--- config.mk ---
export PLATFORM = sky130hd
export DESIGN_NAME = mpbfa_top
export DESIGN_NICKNAME = d
export VERILOG_FILES = /design/src/mpbfa_pkg.sv /design/src/mpbfa_fifo_sect.sv /design/src/mpbfa_skid2.sv /design/src/mpbfa_top.sv
export SDC_FILE = /design/constraint.sdc
export NUM_CORES = 1
export LEC_CHECK = 0
export BUFFER_PORTS_ARGS = -buffer_cell sky130_fd_sc_hd__buf_2
export CORE_MARGIN = 4
export CORE_UTILIZATION = 40
export DETAILED_ROUTE_END_ITERATION = 12
export PLACE_DENSITY_LB_ADDON = 0.08
export SLEW_MARGIN = 5
export SYNTH_ARGS = -nofsm -noshare
export SYNTH_HDL_FRONTEND = slang
export SYNTH_HIERARCHICAL = 1
export SYNTH_SLANG_ARGS = --single-unit
--- constraint.sdc ---
create_clock -name ref_clk -period 6.2 [get_ports ref_clk]
set_input_delay 0.31 -clock ref_clk [delete_from_list [all_inputs] [get_ports ref_clk]]
set_output_delay 0.31 -clock ref_clk [all_outputs]
set_load 0.01 [all_outputs]
--- src/mpbfa_pkg.sv ---
package mpbfa_pkg;
  localparam int MPBFA_WORD_W = 16;
  localparam int MPBFA_BYTE_W = 8;
  localparam int MPBFA_SECT_N = 4;
  localparam int MPBFA_SECT_W = 4;
  localparam int MPBFA_DEPTH = 16;
  localparam int MPBFA_PTR_W = 4;
  localparam int MPBFA_CNT_W = 5;
  // Byte 0 is the upper lane of the word, byte 1 the lower lane
  localparam int MPBFA_BYTE0_LSB = 8;
  localparam int MPBFA_BYTE1_LSB = 0;
  localparam int MPBFA_CLK_PERIOD_NS = 100;
  localparam int MPBFA_WR_PULSE_NS = 150;
  localparam int MPBFA_WR_PULSE_CYC =
    (MPBFA_WR_PULSE_NS + MPBFA_CLK_PERIOD_NS - 1) / MPBFA_CLK_PERIOD_NS;
  localparam logic [1:0] MPBFA_PULSE_CNT_RST = 2'h0;
  localparam logic [1:0] MPBFA_PULSE_CNT_LOAD = 2'(MPBFA_WR_PULSE_CYC);
  localparam logic [15:0] MPBFA_WORD_RST = 16'h0000;
  localparam logic [7:0] MPBFA_BYTE_RST = 8'h00;
  localparam logic [3:0] MPBFA_PTR_RST = 4'h0;
  localparam logic [4:0] MPBFA_CNT_RST = 5'h00;
  localparam logic [4:0] MPBFA_CNT_FULL = 5'h10;
  localparam logic [1:0] MPBFA_SKID_CNT_RST = 2'h0;
  localparam logic [1:0] MPBFA_SKID_CNT_FULL = 2'h2;
  localparam logic [3:0] MPBFA_NIB_RST = 4'h0;
endpackage

--- src/mpbfa_fifo_sect.sv ---
module mpbfa_fifo_sect
  import mpbfa_pkg::*;
(
  input wire logic ref_clk,
  input wire logic rst_b,
  input wire logic clear,
  input wire logic load_strobe_input,
  input wire logic load_qualify_input,
  input wire logic unload,
  input wire logic [MPBFA_SECT_W-1:0] din,
  output logic [MPBFA_SECT_W-1:0] dout,
  output logic in_ready,
  output logic out_ready
);
  logic [MPBFA_SECT_W-1:0] mem_r [MPBFA_DEPTH];
  logic [MPBFA_PTR_W-1:0] wp_r, wp_nxt, rp_r, rp_nxt;
  logic [MPBFA_CNT_W-1:0] cnt_r, cnt_nxt;
  logic [MPBFA_SECT_W-1:0] dout_r, dout_nxt;
  logic wr, rd;

  assign in_ready = (cnt_r != MPBFA_CNT_FULL) && !clear;
  assign out_ready = (cnt_r != MPBFA_CNT_RST) && !clear;
  assign dout = dout_r;

  always_comb
  begin
    wr = load_strobe_input && load_qualify_input && in_ready;
    rd = unload && out_ready;
    wp_nxt = wr ? wp_r + 4'h1 : wp_r;
    rp_nxt = rd ? rp_r + 4'h1 : rp_r;
    cnt_nxt = cnt_r + (wr ? 5'h01 : 5'h00) - (rd ? 5'h01 : 5'h00);
    // First word location is kept in a register; bypass a word landing there now
    dout_nxt = (wr && (wp_r == rp_nxt)) ? din : mem_r[rp_nxt];
    if (clear)
    begin
      wp_nxt = MPBFA_PTR_RST;
      rp_nxt = MPBFA_PTR_RST;
      cnt_nxt = MPBFA_CNT_RST;
      dout_nxt = MPBFA_NIB_RST;
    end
  end

  always_ff @(posedge ref_clk)
  begin
    if (wr)
      mem_r[wp_r] <= din;
  end

  always_ff @(posedge ref_clk or negedge rst_b)
  begin
    if (!rst_b)
    begin
      wp_r <= MPBFA_PTR_RST;
      rp_r <= MPBFA_PTR_RST;
      cnt_r <= MPBFA_CNT_RST;
      dout_r <= MPBFA_NIB_RST;
    end
    else
    begin
      wp_r <= wp_nxt;
      rp_r <= rp_nxt;
      cnt_r <= cnt_nxt;
      dout_r <= dout_nxt;
    end
  end
endmodule

--- src/mpbfa_skid2.sv ---
module mpbfa_skid2
  import mpbfa_pkg::*;
(
  input wire logic ref_clk,
  input wire logic rst_b,
  input wire logic in_valid,
  output logic in_ready,
  input wire logic [MPBFA_WORD_W-1:0] in_data,
  output logic out_valid,
  input wire logic out_ready,
  output logic [MPBFA_WORD_W-1:0] out_data
);
  logic [MPBFA_WORD_W-1:0] e0_r, e0_nxt, e1_r, e1_nxt;
  logic [1:0] cnt_r, cnt_nxt;
  logic push, pop;

  assign in_ready = (cnt_r != MPBFA_SKID_CNT_FULL);
  assign out_valid = (cnt_r != MPBFA_SKID_CNT_RST);
  assign out_data = e0_r;

  always_comb
  begin
    push = in_valid && in_ready;
    pop = out_valid && out_ready;
    e0_nxt = e0_r;
    e1_nxt = e1_r;
    cnt_nxt = cnt_r + (push ? 2'h1 : 2'h0) - (pop ? 2'h1 : 2'h0);
    if (pop)
      e0_nxt = (cnt_r == MPBFA_SKID_CNT_FULL) ? e1_r : in_data;
    if (push && (cnt_r == MPBFA_SKID_CNT_RST))
      e0_nxt = in_data;
    if (push && (cnt_r == 2'h1) && !pop)
      e1_nxt = in_data;
  end

  always_ff @(posedge ref_clk or negedge rst_b)
  begin
    if (!rst_b)
    begin
      e0_r <= MPBFA_WORD_RST;
      e1_r <= MPBFA_WORD_RST;
      cnt_r <= MPBFA_SKID_CNT_RST;
    end
    else
    begin
      e0_r <= e0_nxt;
      e1_r <= e1_nxt;
      cnt_r <= cnt_nxt;
    end
  end
endmodule

--- src/mpbfa_top.sv ---
// Operation
// - Output write enable is the AND of four section input-ready flags.
// - Low-true output enable is NAND of output-ready flags; inverse flags data available.
// - Each buffer write needs a high qualify input plus the capturing strobe.
// - Low write-to-input order clears input buffer and blocks its strobe; a strobe already running keeps its full two cycles.
// - Strobe captures bus data only while input write enable is high.
// - Read-direct or read-delayed selection unloads input buffer into the aligner.
// - Direct read passes both bytes in their original lanes.
// - Delayed read latches byte 1, puts byte 0 in byte-1 lane.
// - Later delayed reads output latched byte with new first byte.
// - Aligned data reach the internal bus through read-gated drivers.
// - Output buffer accepts a write only while its write enable is high.
// - Output write strobe comes from direct or delayed selection, qualified by suppress.
// - Delayed write holds data in latches until suppress releases.
// - Direct write goes straight into the output buffer.
// - Output swap exchanges upper and lower eight bits.
// - Power-up with orders low clears both buffers; order low clears only the input buffer, and reset clears the output one.
// - Writing one buffer keeps the other cleared.
// - Output buffer drivers and internal-bus inputs are always enabled.
// - One 200 ns (two-cycle) write strobe per controller data-valid assertion.
module mpbfa_top
  import mpbfa_pkg::*;
(
  input wire logic ref_clk,
  input wire logic rst_b,
  input wire logic write_to_inbuf_order,
  input wire logic controller_data_valid,
  input wire logic [MPBFA_WORD_W-1:0] periph_bus_data,
  input wire logic read_direct_sel,
  input wire logic read_delayed_sel,
  output logic [MPBFA_WORD_W-1:0] internal_bus_rdata,
  output logic internal_bus_oe,
  input wire logic internal_bus_ready,
  output logic read_inbuf,
  output logic read_inbuf_n,
  input wire logic [MPBFA_WORD_W-1:0] internal_bus_wdata,
  input wire logic write_direct_sel,
  input wire logic write_delayed_sel,
  input wire logic suppress_outbuf_clock,
  input wire logic outbuf_unload,
  output logic [MPBFA_WORD_W-1:0] periph_out_data,
  output logic periph_out_oe,
  output logic outbuf_write_enable,
  output logic outbuf_output_enable_n,
  output logic outbuf_data_available,
  output logic outbuf_write_strobe,
  output logic inbuf_write_enable,
  output logic inbuf_write_strobe_enable,
  output logic inbuf_write_strobe,
  output logic inbuf_data_available_n
);
  logic dav_meta_r;
  logic dav_sync_r;
  logic dav_prev_r;
  logic [MPBFA_WORD_W-1:0] pin_meta_r;
  logic [MPBFA_WORD_W-1:0] pin_sync_r;
  logic [MPBFA_WORD_W-1:0] pin_hold_r;
  logic [MPBFA_WORD_W-1:0] pin_hold_nxt;

  logic [1:0] pulse_cnt_r;
  logic [1:0] pulse_cnt_nxt;
  logic pulse_first_r;
  logic pulse_first_nxt;

  logic [MPBFA_SECT_N-1:0] ib_in_rdy;
  logic [MPBFA_SECT_N-1:0] ib_out_rdy;
  logic [MPBFA_SECT_N-1:0] ob_in_rdy;
  logic [MPBFA_SECT_N-1:0] ob_out_rdy;
  logic [MPBFA_WORD_W-1:0] ib_dout;
  logic [MPBFA_WORD_W-1:0] ob_din;
  logic ib_clear;
  logic ob_clear;
  logic ib_unload;
  logic ib_out_ready_all;

  logic rd_sel;
  logic rd_take;
  logic skid_in_ready;
  logic [MPBFA_WORD_W-1:0] aligned;
  logic [MPBFA_BYTE_W-1:0] held_byte_r;
  logic [MPBFA_BYTE_W-1:0] held_byte_nxt;

  logic [MPBFA_WORD_W-1:0] swap_hold_r;
  logic [MPBFA_WORD_W-1:0] swap_hold_nxt;
  logic swap_pend_r;
  logic swap_pend_nxt;
  logic ob_strobe;

  // Pins come from another domain: two stages before any logic looks at them
  // Data ride on the valid handshake: the word has settled long before valid is seen
  always_ff @(posedge ref_clk or negedge rst_b)
  begin
    if (!rst_b)
    begin
      dav_meta_r <= 1'b0;
      dav_sync_r <= 1'b0;
      pin_meta_r <= MPBFA_WORD_RST;
      pin_sync_r <= MPBFA_WORD_RST;
    end
    else
    begin
      dav_meta_r <= controller_data_valid;
      dav_sync_r <= dav_meta_r;
      pin_meta_r <= periph_bus_data;
      pin_sync_r <= pin_meta_r;
    end
  end

  assign inbuf_write_strobe_enable = write_to_inbuf_order;

  always_comb
  begin
    pin_hold_nxt = pin_hold_r;
    pulse_first_nxt = 1'b0;
    pulse_cnt_nxt = (pulse_cnt_r != MPBFA_PULSE_CNT_RST) ? pulse_cnt_r - 2'h1 : pulse_cnt_r;
    if (dav_sync_r && !dav_prev_r && inbuf_write_strobe_enable)
    begin
      pulse_cnt_nxt = MPBFA_PULSE_CNT_LOAD;
      pulse_first_nxt = 1'b1;
      // Word frozen at the detected edge, so a later bus change cannot reach the write
      pin_hold_nxt = pin_sync_r;
    end
  end

  always_ff @(posedge ref_clk or negedge rst_b)
  begin
    if (!rst_b)
    begin
      dav_prev_r <= 1'b0;
      pulse_cnt_r <= MPBFA_PULSE_CNT_RST;
      pulse_first_r <= 1'b0;
      pin_hold_r <= MPBFA_WORD_RST;
    end
    else
    begin
      dav_prev_r <= dav_sync_r;
      pulse_cnt_r <= pulse_cnt_nxt;
      pulse_first_r <= pulse_first_nxt;
      pin_hold_r <= pin_hold_nxt;
    end
  end

  // Strobe keeps its full length if the order drops; the clear still blocks the write
  assign inbuf_write_strobe = (pulse_cnt_r != MPBFA_PULSE_CNT_RST);

  // orders low at power-up keep the input buffer clear; reset clears the output one
  // writing one buffer holds the other clear
  assign ib_clear = !write_to_inbuf_order;
  assign ob_clear = write_to_inbuf_order;

  // A word arriving while the input buffer is full is dropped without warning
  // enable from all four input-ready flags
  assign inbuf_write_enable = &ib_in_rdy;
  assign outbuf_write_enable = &ob_in_rdy;
  assign outbuf_output_enable_n = ~&ob_out_rdy;
  assign outbuf_data_available = !outbuf_output_enable_n;

  assign ib_out_ready_all = &ib_out_rdy;
  assign rd_sel = read_direct_sel || read_delayed_sel;
  // either selection unloads, held off while the drain buffer is full
  assign rd_take = rd_sel && ib_out_ready_all && skid_in_ready;
  // Unload and drain push are one event, so a stalled consumer loses no word
  assign ib_unload = rd_take;
  // false while a read is under way
  // Hidden so the firmware never counts a word that is already leaving
  assign inbuf_data_available_n = !(ib_out_ready_all && !rd_sel);

  genvar gi;
  generate
    for (gi = 0; gi < MPBFA_SECT_N; gi++)
    begin : g_sect
      // All sections see the same strobes, so their flags stay in step
      // strobe plus qualifying enable; refused when enable low
      mpbfa_fifo_sect u_ib (
        .ref_clk(ref_clk),
        .rst_b(rst_b),
        .clear(ib_clear),
        .load_strobe_input(pulse_first_r),
        .load_qualify_input(inbuf_write_enable),
        .unload(ib_unload),
        .din(pin_hold_r[gi*MPBFA_SECT_W +: MPBFA_SECT_W]),
        .dout(ib_dout[gi*MPBFA_SECT_W +: MPBFA_SECT_W]),
        .in_ready(ib_in_rdy[gi]),
        .out_ready(ib_out_rdy[gi])
      );
      // write only while output write enable high
      mpbfa_fifo_sect u_ob (
        .ref_clk(ref_clk),
        .rst_b(rst_b),
        .clear(ob_clear),
        .load_strobe_input(ob_strobe),
        .load_qualify_input(outbuf_write_enable),
        .unload(outbuf_unload),
        .din(ob_din[gi*MPBFA_SECT_W +: MPBFA_SECT_W]),
        .dout(periph_out_data[gi*MPBFA_SECT_W +: MPBFA_SECT_W]),
        .in_ready(ob_in_rdy[gi]),
        .out_ready(ob_out_rdy[gi])
      );
    end
  endgenerate

  // always driven
  // No other source shares these lines, so no turn-around is needed
  assign periph_out_oe = 1'b1;

  always_comb
  begin
    held_byte_nxt = held_byte_r;
    // direct keeps lanes
    // Direct wins when both selections are high
    aligned = ib_dout;
    if (read_delayed_sel && !read_direct_sel)
    begin
      // byte 0 moves to byte-1 lane
      // previous byte leads in byte-0 lane
      aligned = {held_byte_r, ib_dout[MPBFA_BYTE0_LSB +: MPBFA_BYTE_W]};
    end
    // Held byte survives direct reads, so a new delayed burst starts with a stale lane
    if (rd_take && read_delayed_sel && !read_direct_sel)
      held_byte_nxt = ib_dout[MPBFA_BYTE1_LSB +: MPBFA_BYTE_W];
  end

  always_ff @(posedge ref_clk or negedge rst_b)
  begin
    if (!rst_b)
      held_byte_r <= MPBFA_BYTE_RST;
    else
      held_byte_r <= held_byte_nxt;
  end

  // A stalled internal bus fills these two entries, then stops unloading
  mpbfa_skid2 u_skid (
    .ref_clk(ref_clk),
    .rst_b(rst_b),
    .in_valid(rd_take),
    .in_ready(skid_in_ready),
    .in_data(aligned),
    .out_valid(read_inbuf),
    .out_ready(internal_bus_ready),
    .out_data(internal_bus_rdata)
  );

  // drivers gated by the read controls
  assign read_inbuf_n = !read_inbuf;
  assign internal_bus_oe = read_inbuf;

  always_comb
  begin
    swap_hold_nxt = swap_hold_r;
    swap_pend_nxt = swap_pend_r;
    ob_strobe = 1'b0;
    ob_din = swap_hold_r;
    // A direct write while a swapped word waits goes first; the held word follows
    if (write_direct_sel)
    begin
      ob_din = internal_bus_wdata;
      ob_strobe = !suppress_outbuf_clock;
    end
    else if (write_delayed_sel)
    begin
      swap_hold_nxt = {internal_bus_wdata[MPBFA_BYTE1_LSB +: MPBFA_BYTE_W],
                       internal_bus_wdata[MPBFA_BYTE0_LSB +: MPBFA_BYTE_W]};
      ob_din = swap_hold_nxt;
      ob_strobe = !suppress_outbuf_clock;
      swap_pend_nxt = suppress_outbuf_clock;
    end
    else if (swap_pend_r && !suppress_outbuf_clock)
    begin
      // held word goes in once suppress releases
      ob_strobe = 1'b1;
      swap_pend_nxt = 1'b0;
    end
    // Entering input mode forgets a swapped word still waiting
    if (ob_clear)
      swap_pend_nxt = 1'b0;
  end

  // strobe from either selection, qualified by suppress
  assign outbuf_write_strobe = ob_strobe;

  always_ff @(posedge ref_clk or negedge rst_b)
  begin
    if (!rst_b)
    begin
      swap_hold_r <= MPBFA_WORD_RST;
      swap_pend_r <= 1'b0;
    end
    else
    begin
      swap_hold_r <= swap_hold_nxt;
      swap_pend_r <= swap_pend_nxt;
    end
  end
endmodule

; Word-level counts from Yosys, hierarchy flattened
; Memories as Yosys holds them, arrays and structs flattened.
; Index checks and enable logic that the tools add are counted.
[totals]
regBits = 249
mem_bits_rw = 512
inputBits = 43
out_inout_bits = 44
elab_cells = 308
mem_count = 8
[op_classes]
n_addsub = 35
eq_ne = 24
mux = 106
reduce_logical = 89
[memory_table]
columns = name, depth, word_bits, rd, rd_ports_with_merged_regs, wr, line_no
row1 = g_sect[0].u_ib.mem_r, 16, 4, 1, 0, 1, mpbfa_fifo_sect.sv:15  ; logic [MPBFA_SECT_W-1:0] mem_r [MPBFA_DEPTH];
row2 = g_sect[0].u_ob.mem_r, 16, 4, 1, 0, 1, mpbfa_fifo_sect.sv:15
row3 = g_sect[1].u_ib.mem_r, 16, 4, 1, 0, 1, mpbfa_fifo_sect.sv:15
row4 = g_sect[1].u_ob.mem_r, 16, 4, 1, 0, 1, mpbfa_fifo_sect.sv:15
row5 = g_sect[2].u_ib.mem_r, 16, 4, 1, 0, 1, mpbfa_fifo_sect.sv:15
row6 = g_sect[2].u_ob.mem_r, 16, 4, 1, 0, 1, mpbfa_fifo_sect.sv:15
row7 = 2 more memories, n/a, n/a, n/a, n/a, n/a, n/a
[op_table]
columns = operator, n
row1 = $mux W4, 48
row2 = $mux W16, 6
row3 = $add A4 B1 Y4 const B, 16
row4 = $logic_and A1 B1 Y1, 56
row5 = $mux W1, 42
row6 = $add A5 B5 Y5, 8
row7 = $mux W5, 8
row8 = $ne A5 B5 Y1 const B, 8
row9 = $reduce_bool A5 Y1, 8
row10 = $sub A5 B5 Y5, 8
row11 = $eq A4 B4 Y1, 8
row12 = $reduce_and A4 Y1, 4
row13 = $reduce_bool A2 Y1, 8
row14 = $logic_not A1 Y1, 9
row15 = $ne A2 B1 Y1 const B, 4
row16 = $mux W2, 2
row17 = $ne A2 B2 Y1 const B, 2
row18 = $reduce_bool A3 Y1, 1
row19 = $add A2 B2 Y2, 1
row20 = $eq A2 B1 Y1 const B, 1
row21 = $eq A2 B2 Y1 const B, 1
row22 = $logic_not A2 Y1, 1
row23 = $reduce_and A2 Y1, 1
row24 = $sub A2 B1 Y2 const B, 1
row25 = other kinds (2), 2

; Longest topological paths before layout
; Gate-level depths: netlist of run 1.
[depth]
depth_word = 11
ltp_mapped = 22
ltp_nobuf = 20

; Hierarchy
; Netlist of run 1, hierarchy kept.
[modules_own_cells]
columns = module, n_inst, cells_each, area_per_inst_um2, seq_area_each_um2
row1 = mpbfa_fifo_sect (g_sect[0].u_ib ...), 3, 289, 4449.3, 2347.3
row2 = mpbfa_fifo_sect (g_sect[2].u_ib ...), 2, 298, 4275.4, 2347.3
row3 = mpbfa_fifo_sect (g_sect[1].u_ob), 1, 302, 4369.2, 2347.3
row4 = mpbfa_fifo_sect (g_sect[3].u_ob), 1, 311, 4294.1, 2347.3
row5 = mpbfa_fifo_sect (g_sect[3].u_ib), 1, 310, 4284.1, 2347.3
row6 = mpbfa_top, 1, 226, 3275.6, 1976.9
row7 = mpbfa_skid2, 1, 101, 1592.8, 850.8

; Least setup slack after synthesis of run 1
; No wires, ideal clock.
[synth_timing]
kind = input to register
from = input port write_to_inbuf_order
to = register g_sect[2].u_ib.cnt_r[4]
setup_time_ns = 0.135
t_arrival_ns = 3.910
required_time_ns = 6.065
path_slack_ns = 2.154
path_stages = 22
cell_sequence = inv_1 clkbuf_1 clkbuf_1 nor2_1 and4_1 nand2_1 nor2_1 nand2b_1 or2_1 buf_4 inv_2 buf_4 ha_1 inv_1 ha_1 inv_1 fa_1 inv_1 a21oi_1 nor2_1 or3_1 a21oi_1
[synth_via]
elab_chain_cells = 8
[synth_rtl]
columns = item, line_no
row1 = start: declaration, mpbfa_top.sv:26  ; input wire logic write_to_inbuf_order,
row2 = $logic_and A1 B1 Y1, mpbfa_fifo_sect.sv:22  ; assign out_ready = (cnt_r != MPBFA_CNT_RST) && !clear;
row3 = net ib_out_rdy[2], mpbfa_top.sv:66  ; logic [MPBFA_SECT_N-1:0] ib_out_rdy;
row4 = $reduce_and A4 Y1, mpbfa_top.sv:158  ; assign ib_out_ready_all = &ib_out_rdy;
row5 = $logic_and A1 B1 Y1 (2 in series), mpbfa_top.sv:161  ; assign rd_take = rd_sel && ib_out_ready_all && skid_in_ready;
row6 = net ib_unload, mpbfa_top.sv:73  ; logic ib_unload;
row7 = $logic_and A1 B1 Y1, mpbfa_fifo_sect.sv:28  ; rd = unload && out_ready;
row8 = $mux W1, mpbfa_fifo_sect.sv:31  ; cnt_nxt = cnt_r + (wr ? 5'h01 : 5'h00) - (rd ? 5'h01 : 5'h00);
row9 = $sub A5 B5 Y5, mpbfa_fifo_sect.sv:31
row10 = $mux W5, mpbfa_fifo_sect.sv:34  ; if (clear)
row11 = net g_sect[2].u_ib.cnt_nxt[4], mpbfa_fifo_sect.sv:17  ; logic [MPBFA_CNT_W-1:0] cnt_r, cnt_nxt;
row12 = end signal: assignment, mpbfa_fifo_sect.sv:62  ; cnt_r <= cnt_nxt;
row13 = end: declaration, mpbfa_fifo_sect.sv:17
; The timed path passes the listed nets, and every way through them passes these cells.
; A chain may end at the register's enable or synchronous reset.

; Worst setup path after layout of run 1
[layout_timing]
from = register g_sect[3].u_ib.cnt_r[2]
to = register g_sect[0].u_ib.cnt_r[4]
[layout_via]
elab_chain_cells = 9
[layout_rtl]
columns = item, line_no
row1 = start: declaration, mpbfa_fifo_sect.sv:17
row2 = start signal: assignment, mpbfa_fifo_sect.sv:62
row3 = $reduce_bool A5 Y1, mpbfa_fifo_sect.sv:22
row4 = $logic_and A1 B1 Y1, mpbfa_fifo_sect.sv:22
row5 = net ib_out_rdy[3], mpbfa_top.sv:66
row6 = $reduce_and A4 Y1, mpbfa_top.sv:158
row7 = $logic_and A1 B1 Y1 (2 in series), mpbfa_top.sv:161
row8 = net ib_unload, mpbfa_top.sv:73
row9 = $logic_and A1 B1 Y1, mpbfa_fifo_sect.sv:28
row10 = $mux W1, mpbfa_fifo_sect.sv:31
row11 = $sub A5 B5 Y5, mpbfa_fifo_sect.sv:31
row12 = $mux W5, mpbfa_fifo_sect.sv:34
row13 = net g_sect[0].u_ib.cnt_nxt[4], mpbfa_fifo_sect.sv:17
row14 = end signal: assignment, mpbfa_fifo_sect.sv:62
row15 = end: declaration, mpbfa_fifo_sect.sv:17
; The timed path passes the listed nets, and every way through them passes these cells.

==> results of run 1 <==
flip-flops by register name, summed over array words and instances (netlist names), 8 cells and up:
name and count:
g_sect.u_ib/cnt_r 20, g_sect.u_ib/dout 16, g_sect.u_ib/mem_r 256, g_sect.u_ib/rp_r 16, g_sect.u_ib/wp_r 16, g_sect.u_ob/cnt_r 20
g_sect.u_ob/dout 16, g_sect.u_ob/mem_r 256, g_sect.u_ob/rp_r 16, g_sect.u_ob/wp_r 16, held_byte_r 8, pin_hold_r 16
pin_meta_r 16, pin_sync_r 16, swap_hold_r 16, u_skid/e1_r 16, u_skid/out_data 16
path summary, 6_finish.rpt:
kind,slack (ns),to,from
max reg2reg,1.96,g_sect[0].u_ib/cnt_r[4],g_sect[3].u_ib/cnt_r[2]
min,0.10,g_sect[1].u_ob/rp_r[1],write_to_inbuf_order
max,1.96,g_sect[0].u_ib/cnt_r[4],g_sect[3].u_ib/cnt_r[2]
max in group asynchronous,4.41,g_sect[0].u_ib/rp_r[0],rst_b
min reg2reg,0.35,pin_sync_r[4],pin_meta_r[4]
min in group asynchronous,0.24,g_sect[3].u_ob/dout[0],rst_b
logic make-up (layout without fill, tap and decap cells):
family          after synthesis  in the layout  share of synthesized area [%]
compound gates              341            341                          6.247
xor+xnor                     96             96                          2.404
fa+ha+maj                    98             98                          3.239
buf+inv                     291            454                          3.661
flops                       761            761                          54.40
mux                         459            459                          20.43
other cells                   1              1                       0.009442
simple gates                666            666                          9.606
what timing repair did:
| action | CTS | global route |
|---|---|---|
| gates resized for setup | 0 | 0 |
| hold buffers | 35 | 0 |
| buffers inserted | 0 | 0 |
| endpoints found under the hold margin | 125 | 0 |
per-layer routing:
metal | track usage [%] | wire, um | up-vias
li1 | - | - | 10731
met1 | 24.17 | 41100 | 12064
met2 | 31.12 | 46530 | 510
met3 | 2.534 | 3955 | 127
met4 | 5.004 | 1950 | 0
met5 | 0 | 0 | -
metrics by stage:
| step | instance area (um^2) | cells |
|---|---|---|
| detailed placement | 41130 | 3963 |
| global route | 44380 | 4163 |
| CTS | 44380 | 4163 |
| finish | 44380 | 4163 |
| floorplan | 39710 | 2713 |
| global placement | 41130 | 3963 |
cells in the mapped netlist (15+ instances only):
library cell,count
buf_1,16
and4_1,16
nor2_1,185
nand3_1,16
inv_1,113
xor2_1,44
xnor2_1,43
buf_2,55
edfxtp_1,512
o41ai_1,15
mux2_4,28
or3_1,15
dfrtp_1,249
o21ai_0,53
buf_4,31
mux2_2,141
and3_1,21
nor3_1,43
a31oi_1,29
ha_1,90
nor2b_1,23
nor3b_1,23
mux2i_1,34
buf_6,21
clkbuf_1,40
nand2b_1,24
nor4_1,21
mux4_2,256
a311oi_1,18
a21oi_1,88
nand2_1,155
power by group:
part,switching (mW),internal [mW]
logic,1.00,0.973
registers,0.324,5.72
clock network,2.09,3.11
total,3.41,9.80
cell type report:
cell class	instances	area, um^2
clock buffers	123	2414
clock inverters	42	490.5
repair buffers	162	1116
fillers	8756	54040
flip-flops and latches	761	21610
inverters	127	480.5
well taps	1287	1610
multi-input cells	1661	16650
==> metrics.md, run 1 <==
| Metric | Value |
|---|---|
| Final worst slack | `1.956 ns` |
| Setup CP Type | `flip-flop to flip-flop` |
| Final period util | `between 60% and 70%` |
| FF-to-FF path depth | `21` |
| Slew Limit Fails | `0` |
| Diode count | `0` |
| Router iterations before antenna repair | `6` |
| CTS tree | `done` |
| Initial antenna violation count | `2` |
| Fin crit period | `4.244 ns` |
| Leading cell types in the layout, fill and taps excluded | `512 x edfxtp_1, 256 x mux4_2, 242 x dfrtp_1` |
| Skew final | `0.02155 ns` |
| Cell depth of the worst hold path | `2` |
| Drt wl/cell | `22.47 um` |
| Most common cell after layout, fill and taps aside | `edfxtp_1` |
| Yosys reg bits | `~760` |
| Crit start category | `flip-flop` |
| Ys async rst share | `approximately 33%` |
| Rows | `115` |
| WL final | `93530 um` |
| DP HPWL | `approximately 64000 um` |
| Syn Inst Count | `roughly 2700` |
| RSZ-0062 raised after global routing | `false` |
| Routability cong. | `0.8006` |
| Pre-CTS setup slack | `1.255 ns` |
| Stages on worst setup path | `21` |
| Via-per-instance ratio | `5.629` |
| Ratio of cells with drive above 1 in the final layout | `between 20% and 30%` |
| CTS clk-pin slew, worst paths | `around 0.06 ns` |
| Worst skew pair latency | `0.65 ns` |
| Starting density of the core | `40.35%` |
| Clock sink total | `761` |
| Synth-to-Final Area Change | `11.75%` |
| Root buf cell | `clkbuf_16` |
| Die area | `roughly 100000 um^2` |
| FMAX | `between 200 and 250 MHz` |
| CTS max path bufs | `3` |
| Actual slew at the worst max-slew pin | `1.163 ns` |
| Layout net count | `2942` |
| Top delay family on crit path | `simple AND/OR/NAND/NOR gates` |
| Register area share after synthesis | `54.40%` |
| Vias | `23432` |
| Synth Net Count | `2854` |
| CP endpoint kind | `flip-flop` |
| Max IR drop VDD | `0.1720 mV` |
| I/O Pins | `87` |
| Leakage power total | `approximately 16 nW` |
| Count of input and output buffers | `85` |
| Hold crit path type | `input pin to flip-flop` |
| Initial DRC Count | `1462` |
| Top post-synthesis cells by area | `edfxtp_1 39%, dfrtp_1 16%, mux4_2 15%` |
| Share of the synthesized area in the top cell type | `38.71%` |
| # Max-Cap Violations | `0` |
| Slew headroom | `22.46%` |
| Pwr dens | `297.7 nW/um^2` |
| CTS Buf Count | `88` |
| Fin util | `45.09%` |
| Status | `completed` |
| H-tree depth reported by CTS | `3` |
| CP max-delay cell | `fa_1` |
| Syn Area/Cell | `14.64 um^2` |
| Max incr delay on CP | `about 0.40 ns` |
| CP max FO | `20` |
| Most common cell on crit path | `inv_1` |
| First-pass GRT wire length | `147100 um` |
| Core area | `around 100000 um^2` |
| Pin count of the biggest net entering global routing | `94` |
| Top_reg_cell synth | `edfxtp_1` |
| Setup TNS | `0 ns` |
| Grt total ovfl | `0` |
| Crit path cell chain | `inv_1 -> ha_1 -> nor4b_2 -> nor2_1 -> and4_1 -> nand2_1 -> nor2_1 -> buf_4 -> nor2b_4 -> nand2_2 -> inv_2 -> ha_1 -> inv_1 -> ha_1 -> inv_1 -> fa_1 -> inv_1 -> a21oi_1 -> nor2_1 -> o21ai_0 -> a21oi_1` |
| Critical Path AT | `4.81 ns` |
| Warnings, synthesis | `6` |
| DIE HEIGHT | `323.1 um` |
| Synth cell types | `96` |
| Worst path required time | `6.77 ns` |
| Die X | `323.1 um` |
| Synth Cell Area | `39710 um^2` |
| WP buf/inv | `6` |
| Power, Total | `13.21 mW` |
| Hold Slack | `0.1046 ns` |
| Final setup vio count | `0` |
| Drt drc | `0` |
| Vias in the first global route | `24539` |
| Final hold violation count | `0` |
| Post-synth EDFFs | `between 500 and 600` |
| Post-synth top area cell | `edfxtp_1` |
| Post-route ant nets | `0` |
| Gr usage total | `18.09%` |
No activity file was read; power rests on OpenSTA's default activity.
==> run 2: changes to the inputs <==
==> constraint.sdc (replaced) <==
create_clock -name ref_clk -period 4 [get_ports ref_clk]
set_input_delay 0.2 -clock ref_clk [delete_from_list [all_inputs] [get_ports ref_clk]]
set_output_delay 0.2 -clock ref_clk [all_outputs]
set_load 0.01 [all_outputs]
==> run 2 against run 1 <==
Net effect:
- worst hold slack lost 0.055 ns
- design area increased by 0.84%
- die area unchanged
==> metrics.md, run 2 (synthesis results as in run 1) <==
| Metric | Value |
|---|---|
| Slew headroom | `31.18% (was 22.46%)` |
| Setup TNS | `0 ns (unchanged)` |
| Ratio of cells with drive above 1 in the final layout | `28.93% (was 27.36%)` |
| Leakage power total | `16.09 nW (was 15.82 nW)` |
| Setup CP Type | `flip-flop to flip-flop (unchanged)` |
| Most common cell after layout, fill and taps aside | `edfxtp_1 (unchanged)` |
| Die X | `323.1 um (unchanged)` |
| Crit path cell chain | `inv_1 -> ha_1 -> nor4b_2 -> nor2_1 -> and4_1 -> nand2_1 -> nor2_1 -> nor2b_1 -> nand2_2 -> inv_2 -> ha_1 -> inv_1 -> ha_1 -> inv_1 -> fa_1 -> inv_1 -> a21oi_1 -> nor2_1 -> o21ai_0 -> a21oi_1 (was inv_1 -> ha_1 -> nor4b_2 -> nor2_1 -> and4_1 -> nand2_1 -> nor2_1 -> buf_4 -> nor2b_4 -> nand2_2 -> inv_2 -> ha_1 -> inv_1 -> ha_1 -> inv_1 -> fa_1 -> inv_1 -> a21oi_1 -> nor2_1 -> o21ai_0 -> a21oi_1)` |
| Origin of the worst min-delay path | `internal_bus_ready (was write_to_inbuf_order)` |
| Via-per-instance ratio | `5.634 (was 5.629)` |
| Root buf cell | `clkbuf_16 (unchanged)` |
| Clock sink total | `761 (unchanged)` |
| Critical Path AT | `4.22 ns (was 4.81 ns)` |
| Cell depth of the worst hold path | `4 (was 2)` |
| Area of the multi-input gates | `16660 um^2 (was 16650 um^2)` |
| WP buf/inv | `5 (was 6)` |
| Leading cell types in the layout, fill and taps excluded | `512 x edfxtp_1, 256 x mux4_2, 242 x dfrtp_1 (unchanged)` |
| Diode count | `0 (unchanged)` |
| Final hold violation count | `0 (unchanged)` |
| Vias in the first global route | `24860 (was 24539)` |
| Die area | `104400 um^2 (unchanged)` |
| Final period util | `90.97% (was 68.45%)` |
| Actual slew at the worst max-slew pin | `1.023 ns (was 1.163 ns)` |
| Gr usage total | `18.37% (was 18.09%)` |
| Reg area | `21610 um^2 (unchanged)` |
| Grt total ovfl | `0 (unchanged)` |
| Hold Slack | `0.04968 ns (was 0.1046 ns)` |
| Post-route ant nets | `0 (unchanged)` |
| Core area | `98420 um^2 (unchanged)` |
| WL final | `94790 um (was 93530 um)` |
| CP max FO | `4 (was 20)` |
| CP endpoint kind | `flip-flop (unchanged)` |
| CTS tree | `done (unchanged)` |
| Min-Delay Endpoint | `u_skid/cnt_r[0] (was g_sect[1].u_ob/rp_r[1])` |
| Setup Buffers After CTS | `0 (unchanged)` |
| Pwr dens | `459.1 nW/um^2 (was 297.7 nW/um^2)` |
| Drt drc | `0 (unchanged)` |
| CTS Buf Count | `88 (unchanged)` |
| I/O Pins | `87 (unchanged)` |
| Drt wl/cell | `22.53 um (was 22.47 um)` |
| Initial antenna violation count | `0 (was 2)` |
| FF-to-FF path depth | `20 (was 21)` |
| CP max-delay cell | `fa_1 (unchanged)` |
| Initial DRC Count | `1557 (was 1462)` |
| Worst skew pair latency | `0.66 ns (was 0.65 ns)` |
| Worst R2R End | `g_sect[3].u_ib/cnt_r[4] (was g_sect[0].u_ib/cnt_r[4])` |
| Rows | `115 (unchanged)` |
| DIE HEIGHT | `323.1 um (unchanged)` |
| Skew final | `0.02562 ns (was 0.02155 ns)` |
| Slew Limit Fails | `0 (unchanged)` |
| Pin count of the biggest net entering global routing | `105 (was 94)` |
| Routability cong. | `0.8130 (was 0.8006)` |
| Final setup vio count | `0 (unchanged)` |
| Flop2flop setup slack | `0.36 ns (was 1.96 ns)` |
| First-pass GRT wire length | `148700 um (was 147100 um)` |
| Router iterations before antenna repair | `7 (was 6)` |
| # Max-Cap Violations | `0 (unchanged)` |
| Count of input and output buffers | `85 (unchanged)` |
| Most common cell on crit path | `inv_1 (unchanged)` |
| Vias | `23707 (was 23432)` |
| Starting density of the core | `40.35% (unchanged)` |
| FMAX | `274.8 MHz (was 235.6 MHz)` |
| Fin crit period | `3.639 ns (was 4.244 ns)` |
| Layout net count | `2989 (was 2942)` |
| Max incr delay on CP | `0.43 ns (was 0.40 ns)` |
| Fillcell total | `8720 (was 8756)` |
| Max IR drop VDD | `0.3297 mV (was 0.1720 mV)` |
| Largest regs | `g_sect.u_ib/mem_r: 256 flops, g_sect.u_ob/mem_r: 256 flops (unchanged)` |
| RSZ-0062 raised after global routing | `false (unchanged)` |
| Synth-to-Final Area Change | `12.68% (was 11.75%)` |
| Top delay family on crit path | `simple AND/OR/NAND/NOR gates (unchanged)` |
| Worst flop-to-flop path startpoint | `g_sect[3].u_ib/cnt_r[2] (unchanged)` |
| H-tree depth reported by CTS | `3 (unchanged)` |
| Hold crit path type | `input pin to flip-flop (unchanged)` |
| DP HPWL | `64510 um (was 63670 um)` |
| Crit start category | `flip-flop (unchanged)` |
| CTS clk-pin slew, worst paths | `0.06 ns (about the same)` |
| Worst path required time | `4.58 ns (was 6.77 ns)` |
| CTS max path bufs | `3 (unchanged)` |
| Status | `completed (unchanged)` |
==> run 2: cell types whose count changed in the layout (fill, tap and decap cells not counted), moves of 2 or more <==
cell / before / now
clkbuf_8: 8 / 3
clkbuf_1: 27 / 13
inv_6: 5 / 3
buf_4: 42 / 87
clkbuf_16: 88 / 93
clkinv_2: 8 / 25
==> run 2: worst max-delay path by stage <==
stage / start / end / depth (start not counted)
after global routing: g_sect[1].u_ib/cnt_r[3] / g_sect[0].u_ib/cnt_r[4] / 21
final: g_sect[3].u_ib/cnt_r[2] / g_sect[3].u_ib/cnt_r[4] / 20
after detailed placement: g_sect[1].u_ib/cnt_r[3] / g_sect[0].u_ib/cnt_r[4] / 21
after global placement: g_sect[0].u_ib/cnt_r[3] / g_sect[0].u_ib/cnt_r[4] / 21
after CTS: g_sect[3].u_ib/cnt_r[2] / g_sect[0].u_ib/cnt_r[4] / 21
after floorplan: g_sect[3].u_ib/cnt_r[2] / g_sect[2].u_ib/cnt_r[4] / 22
==> run 2: final cells by class <==
cell class / count / area share (%)
Sequential cell: 761 / 48.30
Multi-Input combinational cell: 1661 / 37.22
Clock buffer: 109 / 5.402
Tap cell: 1287 / 3.598
Timing Repair Buffer: 209 / 3.316
Clock inverter: 54 / 1.088
Inverter: 127 / 1.074
==> run 2: worst min-delay path: cells and delay by family <==
kind / cells / cell delay [ns]
adders and majority gates: 1 / 0.12
and+or+nand+nor: 1 / 0.11
buffers and inverters: 1 / 0.14
AOI/OAI and AO/OA: 1 / 0.09
==> run 2: metal layers <==
metal,wire length (um),global-route usage (%)
met1,40700,24.29
met2,47650,31.74
met5,0,0
met3,4400,2.734
met4,2039,5.164
==> run 2: where the power goes <==
| part | internal [mW] | leakage [nW] | switching, mW |
|---|---|---|---|
| Clock | 4.80 | 1.43 | 3.26 |
| Sequential | 8.87 | 7.86 | 0.378 |
| Combinational | 1.54 | 6.80 | 1.69 |
| Total | 15.2 | 16.1 | 5.33 |
==> run 2: what timing repair did <==
item                                   CTS  global route
gates resized for setup                  0             0
hold buffers                            36             0
endpoints found under the hold margin  137             0
==> run 2: per-stage QoR <==
stage / utilization (%) / cell area (um^2) / cells / total power, mW / setup WS (ns)
2_1_floorplan: - / 39710 / 2713 / 11.68 / 0.03083
3_3_place_gp: 42.15 / 41490 / 4009 / 12.57 / 0.4924
3_5_place_dp: 42.15 / 41490 / 4009 / 12.67 / 0.3743
4_1_cts: 45.47 / 44750 / 4208 / 20.90 / 0.3489
5_1_grt: 45.47 / 44750 / 4208 / 21.54 / 0.02957
6_report: 45.47 / 44750 / 4208 / 20.54 / 0.3610
==> run 3: changes to the inputs <==
--- a/config.mk
+++ b/config.mk
@@ -8,10 +8,10 @@
 export BUFFER_PORTS_ARGS = -buffer_cell sky130_fd_sc_hd__buf_2
 export CORE_MARGIN = 4
 export CORE_UTILIZATION = 40
+export CTS_CLUSTER_DIAMETER = 60
 export DETAILED_ROUTE_END_ITERATION = 12
 export PLACE_DENSITY_LB_ADDON = 0.08
 export SLEW_MARGIN = 5
 export SYNTH_ARGS = -nofsm -noshare
 export SYNTH_HDL_FRONTEND = slang
-export SYNTH_HIERARCHICAL = 1
 export SYNTH_SLANG_ARGS = --single-unit
==> run 3 against run 2 <==
Net effect:
- worst hold slack gained 0.11 ns
- clock-buffer cell count rose by 8
- fmax is 3.4% lower
- clock power down 6.8%
- design area shrank 13%
- critical path depth decreased by 9
- critical endpoint is now g_sect[3].u_ib.dout[3]
- first-iteration DRC count decreased by 27%
- clock skew decreased by 0.0081 ns
- register-to-register slack worse by 0.13 ns
- combinational power up 18%
- largest cell class unchanged
- core utilization up 1.0 points
- via count decreased by 20%
==> metrics.md, run 3 <==
| Metric | Value |
|---|---|
| Count of input and output buffers | `85 (unchanged)` |
| Slew Limit Fails | `0 (unchanged)` |
| Setup TNS | `0 ns (unchanged)` |
| Slew headroom | `24.50% (was 31.18%)` |
| Post-synth top area cell | `edfxtp_1 (unchanged)` |
| CP max FO | `15 (was 4)` |
| Setup Buffers After CTS | `0 (unchanged)` |
| Dpl cells | `3506 (was 4009)` |
| Via-per-instance ratio | `5.117 (was 5.634)` |
| Core area | `83690 um^2 (was 98420 um^2)` |
| CTS max path bufs | `3 (unchanged)` |
| Root buf cell | `clkbuf_16 (unchanged)` |
| Die area | `89110 um^2 (was 104400 um^2)` |
| Top_reg_cell synth | `edfxtp_1 (unchanged)` |
| Gr usage total | `16.98% (was 18.37%)` |
| Syn Inst Count | `2318 (was 2713)` |
| Fillcell total | `7339 (was 8720)` |
| Origin of the worst min-delay path | `write_direct_sel (was internal_bus_ready)` |
| Synth-to-Final Area Change | `15.18% (was 12.68%)` |
| Count leader, synth | `edfxtp_1 (unchanged)` |
| Actual slew at the worst max-slew pin | `1.133 ns (was 1.023 ns)` |
| Synth cell types | `79 (was 96)` |
| Vias in the first global route | `20030 (was 24860)` |
| Routability cong. | `0.8062 (was 0.8130)` |
| Worst path required time | `4.52 ns (was 4.58 ns)` |
| Share of the synthesized area in the top cell type | `45.54% (was 38.71%)` |
| Status | `completed (unchanged)` |
| Warnings, synthesis | `0 (was 6)` |
| Worst flop-to-flop path startpoint | `g_sect[3].u_ib.cnt_r[2] (was g_sect[3].u_ib/cnt_r[2])` |
| H-tree depth reported by CTS | `3 (unchanged)` |
| Synth Net Count | `2460 (was 2854)` |
| Worst skew pair latency | `0.61 ns (was 0.66 ns)` |
| Rows | `106 (was 115)` |
| Cell depth of the worst hold path | `3 (was 4)` |
| RSZ-0062 raised after global routing | `false (unchanged)` |
| Vias | `18933 (was 23707)` |
| I/O Pins | `87 (unchanged)` |
| Pwr dens | `536.4 nW/um^2 (was 459.1 nW/um^2)` |
| Layout net count | `2637 (was 2989)` |
| FF-to-FF path depth | `11 (was 20)` |
| Router iterations before antenna repair | `5 (was 7)` |
| Pin count of the biggest net entering global routing | `92 (was 105)` |
| Post-route ant nets | `0 (unchanged)` |
| Leading cell types in the layout, fill and taps excluded | `512 x edfxtp_1, 249 x dfrtp_1, 229 x mux2i_1 (was 512 x edfxtp_1, 256 x mux4_2, 242 x dfrtp_1)` |
| Ys async rst share | `32.72% (unchanged)` |
| Initial DRC Count | `1139 (was 1557)` |
| WL final | `75160 um (was 94790 um)` |
| Final setup vio count | `0 (unchanged)` |
| Max incr delay on CP | `0.64 ns (was 0.43 ns)` |
| CTS tree | `done (unchanged)` |
| DIE HEIGHT | `298.5 um (was 323.1 um)` |
| Top post-synthesis cells by area | `edfxtp_1 46%, dfrtp_1 18%, mux2i_1 6.8% (was edfxtp_1 39%, dfrtp_1 16%, mux4_2 15%)` |
| Clock sink total | `761 (unchanged)` |
| CP max-delay cell | `o31ai_1 (was fa_1)` |
| CTS Buf Count | `85 (was 88)` |
| # Max-Cap Violations | `0 (unchanged)` |
| Worst R2R End | `g_sect[3].u_ib.dout[3] (was g_sect[3].u_ib/cnt_r[4])` |
| CTS clk-pin slew, worst paths | `0.06 ns (about the same)` |
| DP HPWL | `51090 um (was 64510 um)` |
| Largest regs | `g_sect.u_ib.mem_r: 256 flops, g_sect.u_ob.mem_r: 256 flops (was g_sect.u_ib/mem_r: 256 flops, g_sect.u_ob/mem_r: 256 flops)` |
| Min-Delay Endpoint | `swap_pend_r (was u_skid/cnt_r[0])` |
| Initial antenna violation count | `2 (was 0)` |
| Critical Path AT | `4.29 ns (was 4.22 ns)` |
| Yosys reg bits | `761 (unchanged)` |
| Final period util | `94.20% (was 90.97%)` |
| Ratio of cells with drive above 1 in the final layout | `16.92% (was 28.93%)` |
| Starting density of the core | `40.34% (was 40.35%)` |
| Skew final | `0.01752 ns (was 0.02562 ns)` |
| Synth top cells by count | `512 x edfxtp_1, 249 x dfrtp_1, 229 x mux2i_1, 144 x nand2_1, 138 x and2_1 (was 512 x edfxtp_1, 256 x mux4_2, 249 x dfrtp_1, 185 x nor2_1, 155 x nand2_1)` |
| Fin crit period | `3.768 ns (was 3.639 ns)` |
| Leakage power total | `15.09 nW (was 16.09 nW)` |
| Register area share after synthesis | `64.00% (was 54.40%)` |
| Hold crit path type | `input pin to flip-flop (unchanged)` |
| Crit path cell chain | `inv_1 -> ha_1 -> nor4b_2 -> or3_1 -> o31ai_1 -> nand2_2 -> buf_4 -> mux2i_1 -> a221oi_1 -> nand2_1 -> a31oi_1 (was inv_1 -> ha_1 -> nor4b_2 -> nor2_1 -> and4_1 -> nand2_1 -> nor2_1 -> nor2b_1 -> nand2_2 -> inv_2 -> ha_1 -> inv_1 -> ha_1 -> inv_1 -> fa_1 -> inv_1 -> a21oi_1 -> nor2_1 -> o21ai_0 -> a21oi_1)` |
| First-pass GRT wire length | `118200 um (was 148700 um)` |
| Post-synth EDFFs | `512 (unchanged)` |
| Drt drc | `0 (unchanged)` |
| Most common cell after layout, fill and taps aside | `edfxtp_1 (unchanged)` |
| Die X | `298.5 um (was 323.1 um)` |
| Setup CP Type | `flip-flop to flip-flop (unchanged)` |
| Drt wl/cell | `20.31 um (was 22.53 um)` |
| FMAX | `265.4 MHz (was 274.8 MHz)` |
| Syn Area/Cell | `14.56 um^2 (was 14.64 um^2)` |
| CP endpoint kind | `flip-flop (unchanged)` |
| Hold Slack | `0.1571 ns (was 0.04968 ns)` |
| Synth Cell Area | `33760 um^2 (was 39710 um^2)` |
| Flop2flop setup slack | `0.23 ns (was 0.36 ns)` |
| Crit start category | `flip-flop (unchanged)` |
| Final hold violation count | `0 (unchanged)` |
| Non-Filler Instances | `3700 (was 4208)` |
| Max IR drop VDD | `0.2698 mV (was 0.3297 mV)` |
| Grt total ovfl | `0 (unchanged)` |
-- run 3: cell types whose count changed after synthesis, moves of 35 or more --
| cell | before | now |
|---|---|---|
| a21oi_1 | 88 | 42 |
| o21ai_0 | 53 | 88 |
| mux2_2 | 141 | 69 |
| mux4_2 | 256 | 47 |
| mux2i_1 | 34 | 229 |
| buf_2 | 55 | 17 |
| and2_1 | 14 | 138 |
| nor2_1 | 185 | 103 |
-- run 3: routing by layer --
layer  global-route usage (%)  routed length, um  vias up
li1                         -                  -     8913
met1                    23.99              35280     9569
met2                    27.02              34930      333
met3                    3.131               3258      118
met4                    4.846               1688        0
met5                        0                  0        -
-- run 3: cells by family (layout without fill, tap and decap cells) --
group	Yosys count	count (layout)	share of synthesized area [%]
compound gates	247	247	4.714
xor+xnor	97	97	2.846
fa+ha+maj	99	99	3.847
buf+inv	193	440	2.476
flops	761	761	64.00
mux	361	361	13.31
other cells	1	2	0.01111
simple gates	559	559	8.798
-- run 3: power by group --
part / internal [mW] / total (mW) / leakage, nW / switching, mW
combinational: 1.72 / 3.80 / 5.93 / 2.08
sequential: 9.05 / 9.54 / 7.84 / 0.490
clock: 4.42 / 7.52 / 1.32 / 3.09
total: 15.2 / 20.9 / 15.1 / 5.67
-- run 3: how the worst max path moves through the flow --
stage | start | end | slack, ns
5_1_grt | g_sect[3].u_ib.cnt_r[2] | g_sect[0].u_ib.dout[0] | 0.02
6_report | g_sect[3].u_ib.cnt_r[2] | g_sect[3].u_ib.dout[3] | 0.23
2_1_floorplan | g_sect[2].u_ib.cnt_r[2] | g_sect[3].u_ib.cnt_r[4] | 0.22
3_5_place_dp | g_sect[3].u_ib.cnt_r[2] | g_sect[2].u_ib.dout[3] | 0.22
4_1_cts | g_sect[3].u_ib.cnt_r[2] | g_sect[1].u_ib.dout[2] | 0.20
3_3_place_gp | g_sect[3].u_ib.cnt_r[3] | g_sect[2].u_ib.dout[3] | 0.32
-- run 3: metrics by stage --
stage | util [%] | instance area, um^2 | setup WS [ns] | power (mW)
CTS | 46.44 | 38870 | 0.2036 | 21.20
global route | 46.47 | 38890 | 0.02014 | 21.98
floorplan | - | 33760 | 0.2170 | 12.15
global placement | 42.77 | 35790 | 0.3182 | 13.44
detailed placement | 42.77 | 35790 | 0.2226 | 13.54
finish | 46.47 | 38890 | 0.2321 | 20.86
-- run 3: critical path: cells and delay by family (launching register included) --
family          cells  cell delay, ns
compound gates      3            1.18
flops               1            0.35
fa+ha+maj           1            0.20
buf+inv             2            0.40
simple gates        4            1.39
mux                 1            0.14
-- run 3: area by class of cell --
| class | count | area, um^2 | area share, % |
|---|---|---|---|
| multi-input cells | 1364 | 11400 | 29.33 |
| clock buffers | 117 | 2372 | 6.101 |
| diodes | 1 | 2.502 | 0.006435 |
| well taps | 1134 | 1419 | 3.649 |
| clock inverters | 40 | 340.3 | 0.8752 |
| inverters | 97 | 367.9 | 0.9460 |
| repair buffers | 186 | 1374 | 3.533 |
| flip-flops and latches | 761 | 21610 | 55.56 |
-- run 3: what timing repair did --
action / in CTS / in global routing
resized for setup: 0 / 3
hold buffers: 36 / 0
hold endpoints to repair: 130 / 0
endpoints found under the setup margin: 0 / 14
